===== src/verilog/adc_ctl_pkg.sv =====
`default_nettype none
package adc_ctl_pkg;

	// sample word width per channel
	localparam int SAMPLE_W = 10;

	// register byte offsets on the apb bus
	localparam logic [7:0] CTRL_OFS   = 8'h00;
	localparam logic [7:0] STATUS_OFS = 8'h04;
	localparam logic [7:0] SAMPLE_OFS = 8'h08;

	// control register field positions
	localparam int CTRL_RUN_BIT = 0;	// powerdown_ctl, 0 = power down
	localparam int CTRL_FMT_BIT = 1;	// coding_select, 1 = two's complement
	localparam int CTRL_SLP_LSB = 2;	// sleep_channel_sel, two bits
	localparam int CTRL_OE_BIT  = 4;	// 1 = parallel outputs high impedance

	// status and sample register field positions
	localparam int STAT_MODE_LSB  = 0;
	localparam int STAT_FLAG_LSB  = 4;
	localparam int SAMPLE_CH1_LSB = 16;

	// reset: chip powered down, both channels selected, outputs driven
	localparam logic [31:0] CTRL_RESET = 32'h0000000C;

	// sleep selector codes
	localparam logic [1:0] SLP_ALL_SLEEP = 2'h0;

	// restart times and the cycle counts derived from them (least times round up)
	localparam int CLK_PERIOD_NS   = 20;
	localparam int REF_SETTLE_NS   = 10000;
	localparam int WAKE_NS         = 1000;
	localparam int REF_SETTLE_CYC  = (REF_SETTLE_NS + CLK_PERIOD_NS - 1) / CLK_PERIOD_NS;
	localparam int WAKE_CYC        = (WAKE_NS + CLK_PERIOD_NS - 1) / CLK_PERIOD_NS;
	localparam int CNT_W           = 10;

	// codes short of numeric full scale at which the output clips
	localparam int CLIP_MARGIN = 8;

	typedef enum logic [2:0]
	{
		MODE_OFF    = 3'b000,
		MODE_SETTLE = 3'b001,
		MODE_SLEEP  = 3'b010,
		MODE_WAKE   = 3'b011,
		MODE_ACTIVE = 3'b100
	} mode_t;

	// one channel's output bundle
	typedef struct packed
	{
		logic [SAMPLE_W-1:0] word;
		logic                over;
		logic                under;
		logic                valid;
	} chan_out_t;

endpackage : adc_ctl_pkg
`default_nettype wire


===== src/verilog/chan_coder.sv =====
`timescale 1ns/100ps
`default_nettype none
module chan_coder
	import adc_ctl_pkg::*;
#(
	parameter int W = SAMPLE_W
)
(
	input  wire logic                pclk,
	input  wire logic                presetn,
	input  wire logic signed [W+1:0] raw,
	input  wire logic                strobe,
	input  wire logic                en,
	input  wire logic                fmt,
	output chan_out_t                out_ff
);

	localparam logic signed [W+1:0] HI_LIM = (W+2)'(2**(W-1) - 1 - CLIP_MARGIN);
	localparam logic signed [W+1:0] LO_LIM = (W+2)'(-(2**(W-1)) + CLIP_MARGIN);

	initial
	begin
		if (W != SAMPLE_W)
			$error("chan_coder: W must equal SAMPLE_W");
	end

	chan_out_t nxt_out;

	// clip short of full scale: offset correction would lose codes at one end
	always_comb
	begin
		nxt_out       = out_ff;
		nxt_out.valid = 1'b0;
		if (!en)
		begin
			nxt_out = '0;	// sleeping channel never claims a sample [RULE_15]
		end
		else if (strobe)
		begin
			nxt_out.valid = 1'b1;
			nxt_out.over  = raw > HI_LIM;	// [RULE_03]
			nxt_out.under = raw < LO_LIM;	// [RULE_03]
			if (raw > HI_LIM)
				nxt_out.word = '1;	// [RULE_02]
			else if (raw < LO_LIM)
				nxt_out.word = '0;	// [RULE_02]
			else if (fmt)
				nxt_out.word = raw[W-1:0];	// [RULE_04] [RULE_06]
			else
				nxt_out.word = {~raw[W-1], raw[W-2:0]};	// [RULE_04] [RULE_05]
		end
	end

	// rising edge only, the falling edge is never used [RULE_14]
	always_ff @(posedge pclk or negedge presetn)
	begin
		if (!presetn)
			out_ff <= '0;
		else
			out_ff <= nxt_out;
	end

	AST_OVER_ONES: assert property (@(posedge pclk) disable iff (!presetn) // [RULE_02]
		strobe && en && raw > HI_LIM |=> out_ff.over && out_ff.word == '1)
		else $error("overrange word not all ones");

	AST_UNDER_ZEROS: assert property (@(posedge pclk) disable iff (!presetn) // [RULE_02]
		strobe && en && raw < LO_LIM |=> out_ff.under && out_ff.word == '0)
		else $error("underrange word not all zeros");

	AST_CLIP_EARLY: assert property (@(posedge pclk) disable iff (!presetn) // [RULE_03]
		strobe && en && raw == HI_LIM + 1 |=> out_ff.over)
		else $error("no clip just above limit");

	AST_TWOS: assert property (@(posedge pclk) disable iff (!presetn) // [RULE_06]
		strobe && en && fmt && raw <= HI_LIM && raw >= LO_LIM
		|=> !out_ff.over && out_ff.word == $past(raw[W-1:0]))
		else $error("two's complement word wrong");

	AST_OFFSET: assert property (@(posedge pclk) disable iff (!presetn) // [RULE_05]
		strobe && en && !fmt && raw <= HI_LIM && raw >= LO_LIM
		|=> out_ff.word == ($past(raw[W-1:0]) ^ (W'(1) << (W-1))))
		else $error("offset binary word wrong");

endmodule : chan_coder
`default_nettype wire


===== src/verilog/adc_mode_ctrl.sv =====
// Behaviour
// RULE_01: output-disable bit set means all parallel data outputs go high impedance.
// RULE_02: out-of-range forces word to all ones (over) or all zeros (under).
// RULE_03: clipping and range flags occur before numeric full-scale code is reached.
// RULE_04: coding_select low gives offset binary, high gives two's complement.
// RULE_05: offset binary: full scale ones, mid code above zero, mid-1 below.
// RULE_06: two's complement: max positive, zero, all ones, most negative word.
// RULE_07: powerdown_ctl low overrides all controls, turns everything and clock off. Code keeps the output-disable bit in force while powered down.
// RULE_08: sleep select 00 sleep, 01 channel 0, 10 channel 1, 11 both.
// RULE_09: sleep stops internal clocking but keeps low-bandwidth bias powered.
// RULE_10: restart from power-down waits longer than restart from sleep.
// RULE_11: controller keeps the input clock running in idle modes.
// RULE_12: after power-up controller holds power-down at least one clock cycle.
// RULE_13: controller may instead hold power-down low throughout power-up.
// RULE_14: all internal timing uses the rising clock edge only.
// RULE_15: each channel has its own word and flags; sleeping channel never valid.
`timescale 1ns/100ps
`default_nettype none
module adc_mode_ctrl
	import adc_ctl_pkg::*;
#(
	parameter int W = SAMPLE_W
)
(
	input  wire logic                pclk,
	input  wire logic                presetn,
	input  wire logic                psel,
	input  wire logic                penable,
	input  wire logic                pwrite,
	input  wire logic [7:0]          paddr,
	input  wire logic [31:0]         pwdata,
	output logic      [31:0]         prdata,
	output logic                     pready,
	output logic                     pslverr,
	input  wire logic signed [W+1:0] core_code_ch0,
	input  wire logic signed [W+1:0] core_code_ch1,
	input  wire logic                core_strobe,
	output chan_out_t                ch0_out,
	output chan_out_t                ch1_out,
	output logic                     data_oe_n,
	output logic                     core_clk_run,
	output logic                     bias_on,
	output logic [1:0]               chan_power
);

	initial
	begin
		if (W != SAMPLE_W)
			$error("adc_mode_ctrl: W must equal SAMPLE_W");
		if (REF_SETTLE_CYC <= WAKE_CYC)
			$error("adc_mode_ctrl: power-down restart must exceed sleep restart");
		if (REF_SETTLE_CYC > 2 ** CNT_W || WAKE_CYC < 1)
			$error("adc_mode_ctrl: restart counts do not fit the counter");
	end

	logic [31:0]      ctrl_ff;
	logic [31:0]      prdata_ff;
	logic             pready_ff;
	logic             pslverr_ff;
	mode_t            mode_ff;
	mode_t            nxt_mode;
	logic [CNT_W-1:0] cnt_ff;
	logic [CNT_W-1:0] nxt_cnt;
	logic             oe_n_ff;
	logic             clk_run_ff;
	logic             bias_ff;
	logic [1:0]       power_ff;
	logic [31:0]      rd_val;
	logic             addr_ok;
	logic             wr_take;
	logic             run;
	logic [1:0]       slp_sel;
	logic [1:0]       chan_en;

	assign run     = ctrl_ff[CTRL_RUN_BIT];
	assign slp_sel = ctrl_ff[CTRL_SLP_LSB +: 2];

	// apb decode: answer comes in the first access cycle, no wait states
	assign addr_ok = paddr == CTRL_OFS || paddr == STATUS_OFS || paddr == SAMPLE_OFS;
	assign wr_take = psel && penable && pready_ff && pwrite && !pslverr_ff;

	// read mux, sampled in the setup cycle so prdata comes from a flip-flop
	always_comb
	begin
		rd_val = '0;
		case (paddr)
			CTRL_OFS:
				rd_val = {27'h0000000, ctrl_ff[4:0]};
			STATUS_OFS:
			begin
				rd_val[STAT_MODE_LSB +: 3] = mode_ff;
				rd_val[STAT_FLAG_LSB +: 4] = {ch1_out.under, ch1_out.over,
					ch0_out.under, ch0_out.over};
			end
			SAMPLE_OFS:
			begin
				rd_val[0 +: SAMPLE_W]              = ch0_out.word;
				rd_val[SAMPLE_CH1_LSB +: SAMPLE_W] = ch1_out.word;
			end
			default:
				rd_val = '0;
		endcase
	end

	// bus answer: pready rises in the access cycle that follows setup
	always_ff @(posedge pclk or negedge presetn)
	begin
		if (!presetn)
		begin
			pready_ff  <= 1'b0;
			pslverr_ff <= 1'b0;
			prdata_ff  <= '0;
		end
		else
		begin
			pready_ff  <= psel && !penable;
			pslverr_ff <= psel && !penable && !addr_ok;
			if (psel && !penable)
				prdata_ff <= rd_val;
		end
	end

	// control register; only the five defined bits are kept
	always_ff @(posedge pclk or negedge presetn)
	begin
		if (!presetn)
			ctrl_ff <= CTRL_RESET;
		else if (wr_take && paddr == CTRL_OFS)
			ctrl_ff <= {27'h0000000, pwdata[4:0]};
	end

	// mode sequencer; reset leaves the chip powered down until software starts it
	always_comb
	begin
		nxt_mode = mode_ff;
		nxt_cnt  = cnt_ff;
		if (!run)
		begin
			nxt_mode = MODE_OFF;	// [RULE_07]
			nxt_cnt  = '0;
		end
		else
		begin
			case (mode_ff)
				MODE_OFF:
				begin
					nxt_mode = MODE_SETTLE;	// references must settle first [RULE_10]
					nxt_cnt  = CNT_W'(REF_SETTLE_CYC - 1);
				end
				MODE_SETTLE, MODE_WAKE:
				begin
					if (cnt_ff != '0)
						nxt_cnt = cnt_ff - CNT_W'(1);
					else if (slp_sel == SLP_ALL_SLEEP)
						nxt_mode = MODE_SLEEP;	// [RULE_08]
					else
						nxt_mode = MODE_ACTIVE;
				end
				MODE_SLEEP:
				begin
					if (slp_sel != SLP_ALL_SLEEP)
					begin
						nxt_mode = MODE_WAKE;	// bias kept, short restart [RULE_09] [RULE_10]
						nxt_cnt  = CNT_W'(WAKE_CYC - 1);
					end
				end
				MODE_ACTIVE:
				begin
					if (slp_sel == SLP_ALL_SLEEP)
						nxt_mode = MODE_SLEEP;	// [RULE_08]
				end
				default:
					nxt_mode = MODE_OFF;
			endcase
		end
	end

	always_ff @(posedge pclk or negedge presetn)
	begin
		if (!presetn)
		begin
			mode_ff <= MODE_OFF;
			cnt_ff  <= '0;
		end
		else
		begin
			mode_ff <= nxt_mode;
			cnt_ff  <= nxt_cnt;
		end
	end

	// power and clock controls follow the next mode so they change with it
	always_ff @(posedge pclk or negedge presetn)
	begin
		if (!presetn)
		begin
			clk_run_ff <= 1'b0;
			bias_ff    <= 1'b0;
			power_ff   <= 2'b00;
		end
		else
		begin
			clk_run_ff <= nxt_mode == MODE_SETTLE || nxt_mode == MODE_WAKE
				|| nxt_mode == MODE_ACTIVE;	// [RULE_07] [RULE_09]
			bias_ff    <= nxt_mode != MODE_OFF;	// [RULE_09]
			power_ff   <= (nxt_mode == MODE_ACTIVE || nxt_mode == MODE_WAKE) ?
				slp_sel : 2'b00;	// [RULE_08]
		end
	end

	// tristate control: high means hi-z, low means driving
	always_ff @(posedge pclk or negedge presetn)
	begin
		if (!presetn)
			oe_n_ff <= 1'b0;
		else
			oe_n_ff <= ctrl_ff[CTRL_OE_BIT];	// [RULE_01]
	end

	// a channel delivers samples only when powered and fully active
	assign chan_en = (mode_ff == MODE_ACTIVE) ? power_ff : 2'b00;	// [RULE_15]

	chan_coder #(.W(W)) u_ch0
	(
		.pclk    (pclk),
		.presetn (presetn),
		.raw     (core_code_ch0),
		.strobe  (core_strobe && clk_run_ff),
		.en      (chan_en[0]),
		.fmt     (ctrl_ff[CTRL_FMT_BIT]),
		.out_ff  (ch0_out)
	);

	chan_coder #(.W(W)) u_ch1
	(
		.pclk    (pclk),
		.presetn (presetn),
		.raw     (core_code_ch1),
		.strobe  (core_strobe && clk_run_ff),
		.en      (chan_en[1]),
		.fmt     (ctrl_ff[CTRL_FMT_BIT]),
		.out_ff  (ch1_out)
	);

	assign prdata       = prdata_ff;
	assign pready       = pready_ff;
	assign pslverr      = pslverr_ff;
	assign data_oe_n    = oe_n_ff;
	assign core_clk_run = clk_run_ff;
	assign bias_on      = bias_ff;
	assign chan_power   = power_ff;

	AST_TRISTATE: assert property (@(posedge pclk) disable iff (!presetn) // [RULE_01]
		ctrl_ff[CTRL_OE_BIT] |=> data_oe_n)
		else $error("outputs not released when disabled");

	AST_PD_OVERRIDE: assert property (@(posedge pclk) disable iff (!presetn) // [RULE_07]
		!run |=> mode_ff == MODE_OFF && !core_clk_run && !bias_on && chan_power == 2'b00)
		else $error("power-down did not override");

	AST_SLEEP_CLK: assert property (@(posedge pclk) disable iff (!presetn) // [RULE_09]
		mode_ff == MODE_SLEEP && run && slp_sel == SLP_ALL_SLEEP |=> !core_clk_run && bias_on)
		else $error("sleep clocking wrong");

	AST_PD_RESTART: assert property (@(posedge pclk) disable iff (!presetn) // [RULE_10]
		mode_ff == MODE_OFF && run |=> mode_ff != MODE_ACTIVE [*8])
		else $error("restart from power-down too quick");

	AST_SEL_POWER: assert property (@(posedge pclk) disable iff (!presetn) // [RULE_08]
		mode_ff == MODE_ACTIVE && run && slp_sel != SLP_ALL_SLEEP
		|=> chan_power == $past(slp_sel))
		else $error("channel power differs from selector");

	AST_SLEEP_INVALID: assert property (@(posedge pclk) disable iff (!presetn) // [RULE_15]
		ch0_out.valid |-> $past(chan_power[0]) && $past(mode_ff) == MODE_ACTIVE)
		else $error("sleeping channel delivered a sample");

endmodule : adc_mode_ctrl
`default_nettype wire


===== config.mk =====
export PLATFORM = sky130hd
export DESIGN_NAME = adc_mode_ctrl
export DESIGN_NICKNAME = d
export VERILOG_FILES = /design/src/verilog/adc_ctl_pkg.sv /design/src/verilog/chan_coder.sv /design/src/verilog/adc_mode_ctrl.sv
export SDC_FILE = /design/constraint.sdc
export NUM_CORES = 1
export LEC_CHECK = 0
export BUFFER_PORTS_ARGS = -buffer_cell sky130_fd_sc_hd__buf_2
export CORE_AREA = 4 4 123 125
export DETAILED_ROUTE_END_ITERATION = 7
export DIE_AREA = 0 0 127 129
export PLACE_DENSITY_LB_ADDON = 0.25
export SLEW_MARGIN = 20
export SYNTH_ARGS = -nofsm -noshare
export SYNTH_HDL_FRONTEND = slang
export SYNTH_SLANG_ARGS = --single-unit
export TNS_END_PERCENT = 30

===== constraint.sdc =====
create_clock -name pclk -period 2.7 [get_ports pclk]
set_input_delay 0.405 -clock pclk [delete_from_list [all_inputs] [get_ports pclk]]
set_output_delay 0.405 -clock pclk [all_outputs]
set_load 0.1 [all_outputs]

==> impl_metrics.yaml <==
power:
  power_density_nw_per_um2: 580
  total_power_uw: 2550
  p_leak_uw: 0.00221
  max-vdd-ir-drop_mv: 0.230
grt:
  grt_use_total_pct: 12.1
  grt_pass1_vias: 2805
  grt_pass1_wl_um: 15400
  grt_antenna_before_repair: 0
  grt_start_max_net_pins: 33
  grt_overflow: 0
placement:
  pre_cts_slack_ps: 287
  dp.cells: 591
  place_congestion: 0.775
  portBuffers: 95
  post-dp-hpwl_um: 7690
yosys:
  synth_cells: 328
  ys.flop_type: "dfrtp_1"
  synthesis.area_um2: 3430
  ys_seq_area_share_pct: 51.9
  synth_seq_cells: 71
  async_reset_ff_share_pct: 100
  synth_edf_count: 0
  yosysUniqueCellTypes: 56
  synth_area_per_cell_um2: 10.5
  ys_warn_count: 0
critical_path:
  crit_path_max_fanout: 8
  cp-end-kind: "flop"
  r2r_end: "core_clk_run"
  r2r_slack_ps: 260
  rr_startpoint: "cnt_ff[0]"
  startpoint_type: "flop"
  reg2regPathDepth: 6
  cp.required_ps: 2900
  path_class: "flop to flop"
  arrival_ps: 2640
clock_network:
  clock-root-buffer: "clkbuf_16"
  postCtsSetupBuffers: 0
  clk_path_buf_depth: 2
  clk_latency_ps: 330
  cts.htree.levels: 3
  hold_buffers: 0
  path_clk_slew_ps: 60
  cts_tree: "built"
  cts_buffers: 9
  clkSinkCount: 71
  cts_resized: 0
finish:
  utilization_pct: 31.7
  n_antenna_cell: 0
  final_cell_mix: "buf_2, dfrtp_1, nand2_1"
  syn2layout_area_growth_pct: 28.2
  stdcell_count: 607
  final_common_cell: "buf_2"
  fillers: 1490
  layout-drive-gt1-share_pct: 30.4
  layout.area.seq_um2: 1780
  nNetsFinal: 493
  multiInputGateArea_um2: 1490
floorplan:
  fp-row-count: 43
  dieWidth_um: 127
  fp.coreArea_um2: 13900
  die-area_um2: 16400
  initial_core_util_pct: 24.7
  die_h_um: 129
  pin_count: 135
drt:
  drtPass1Iterations: 4
  via_per_inst: 4.74
  drtIter0Drc: 224
  final_antenna_net_count: 0
  drc: 0
  postRouteWirelength_um: 9950
  wl_per_cell_um: 16.4
  vias: 2875
timing:
  worst_pin_slew_ps: 749
  setup_viol: 0
  skew_ps: 5.83
  finalSetupTns_ps: 0
  setup_ws_ps: 260
  slew_headroom_pct: 50.1
  fin_crit_sh_pct: 90.4
  finalCriticalPeriod_ps: 2440
  rsz0062_at_grt: "false"
  hold_viol_final: 0
  timing.fmax_ghz: 0.410
  finalMaxSlewViolations: 0
worst_hold_path:
  hold_class: "primary input to asynchronous set/reset pin"
status:
  outcome: "finished clean"
run:
  cap_violations: 0
layout make-up:
class / count / share of cell area, %
repair buffers: 101 / 12.1
inverters: 12 / 1.02
clock inverters: 5 / 1.85
well taps: 180 / 5.12
clock buffers: 11 / 5.52
flip-flops and latches: 71 / 40.5
multi-input cells: 227 / 33.9
stage by stage:
stage / hold WS (ps) / instance area [um2]
floorplan: 109 / 3470
global placement: 440 / 4070
detailed placement: 440 / 4070
CTS: 176 / 4400
global route: 213 / 4400
finish: 141 / 4400
per-layer routing:
| layer | vias to the layer above | global-route usage [%] | wire length (um) |
|---|---|---|---|
| met5 | - | 0 | 0 |
| met4 | 0 | 5.49 | 145 |
| met3 | 8 | 2.08 | 446 |
| met2 | 88 | 18.4 | 4640 |
| met1 | 1391 | 16.8 | 4710 |
| li1 | 1388 | - | - |
report_power, final:
part / internal (uW) / leakage [uW] / switching [uW]
clock network: 834 / 0.000156 / 443
logic: 44.8 / 0.00107 / 161
registers: 1070 / 0.000983 / 1.67
worst max-delay path, cell delays in order (launching register included):
cell and delay, ps:
dfrtp_1 400, inv_1 100, ha_1 250, or4b_1 640, or4b_4 590, and3_4 200
o21bai_1 140
how the worst max path moves through the flow:
stage / endpoint / start / cells past startpoint / slack, ps
after floorplan: mode_ff[1] / cnt_ff[0] / 7 / 440
after global placement: core_clk_run / cnt_ff[0] / 6 / 300
after detailed placement: core_clk_run / cnt_ff[0] / 6 / 290
after CTS: core_clk_run / cnt_ff[0] / 6 / 270
after global routing: core_clk_run / cnt_ff[0] / 6 / 160
final: core_clk_run / cnt_ff[0] / 6 / 260
cell families after synthesis:
| kind of cell | synth area share (%) |
|---|---|
| multiplexers | 3.43 |
| flip-flops | 51.9 |
| adder cells (fa/ha/maj) | 0.365 |
| AO/OA/AOI/OAI | 23.3 |
| other | 0.109 |
| buffers and inverters | 6.05 |
| AND/OR/NAND/NOR | 14.4 |
| XOR/XNOR | 0.511 |
Yosys cell counts (2+ instances only):
master / count / area share [%]
inv_1: 12 / 1.3
o311ai_0: 4 / 1.0
a22oi_1: 3 / 0.66
buf_4: 12 / 2.6
o311ai_1: 2 / 0.51
and3_1: 2 / 0.36
a21boi_1: 2 / 0.44
nor2b_1: 5 / 0.91
o21bai_1: 13 / 2.8
o31ai_1: 5 / 1.1
a32o_1: 3 / 0.88
dfrtp_1: 69 / 50
nand2b_1: 4 / 0.73
nand4_1: 7 / 1.3
nand3_1: 3 / 0.44
or3_1: 3 / 0.55
clkbuf_1: 14 / 1.5
a22o_1: 24 / 6.1
a21o_1: 3 / 0.66
mux2i_1: 5 / 1.5
o21ai_1: 2 / 0.29
nor4_1: 5 / 0.91
a21oi_1: 15 / 2.2
mux2_2: 6 / 2.0
o221ai_1: 3 / 0.77
nor2_1: 14 / 1.5
xor2_1: 2 / 0.51
nor3_1: 5 / 0.73
or4_1: 3 / 0.66
o21ai_0: 21 / 3.1
and2_1: 2 / 0.36
dfstp_2: 2 / 1.5
nand2_1: 29 / 3.2
o211a_1: 2 / 0.58
registers in the layout, indices dropped and copies added, names as in the netlist:
name / cells
chan_power: 2
prdata: 20
mode_ff: 3
u_ch0.out_ff: 13
cnt_ff: 10
bias_on: 1
core_clk_run: 1
ctrl_ff: 5
pslverr: 1
data_oe_n: 1
u_ch1.out_ff: 13
pready: 1
Note: power is estimated with default switching activity, not from simulation.
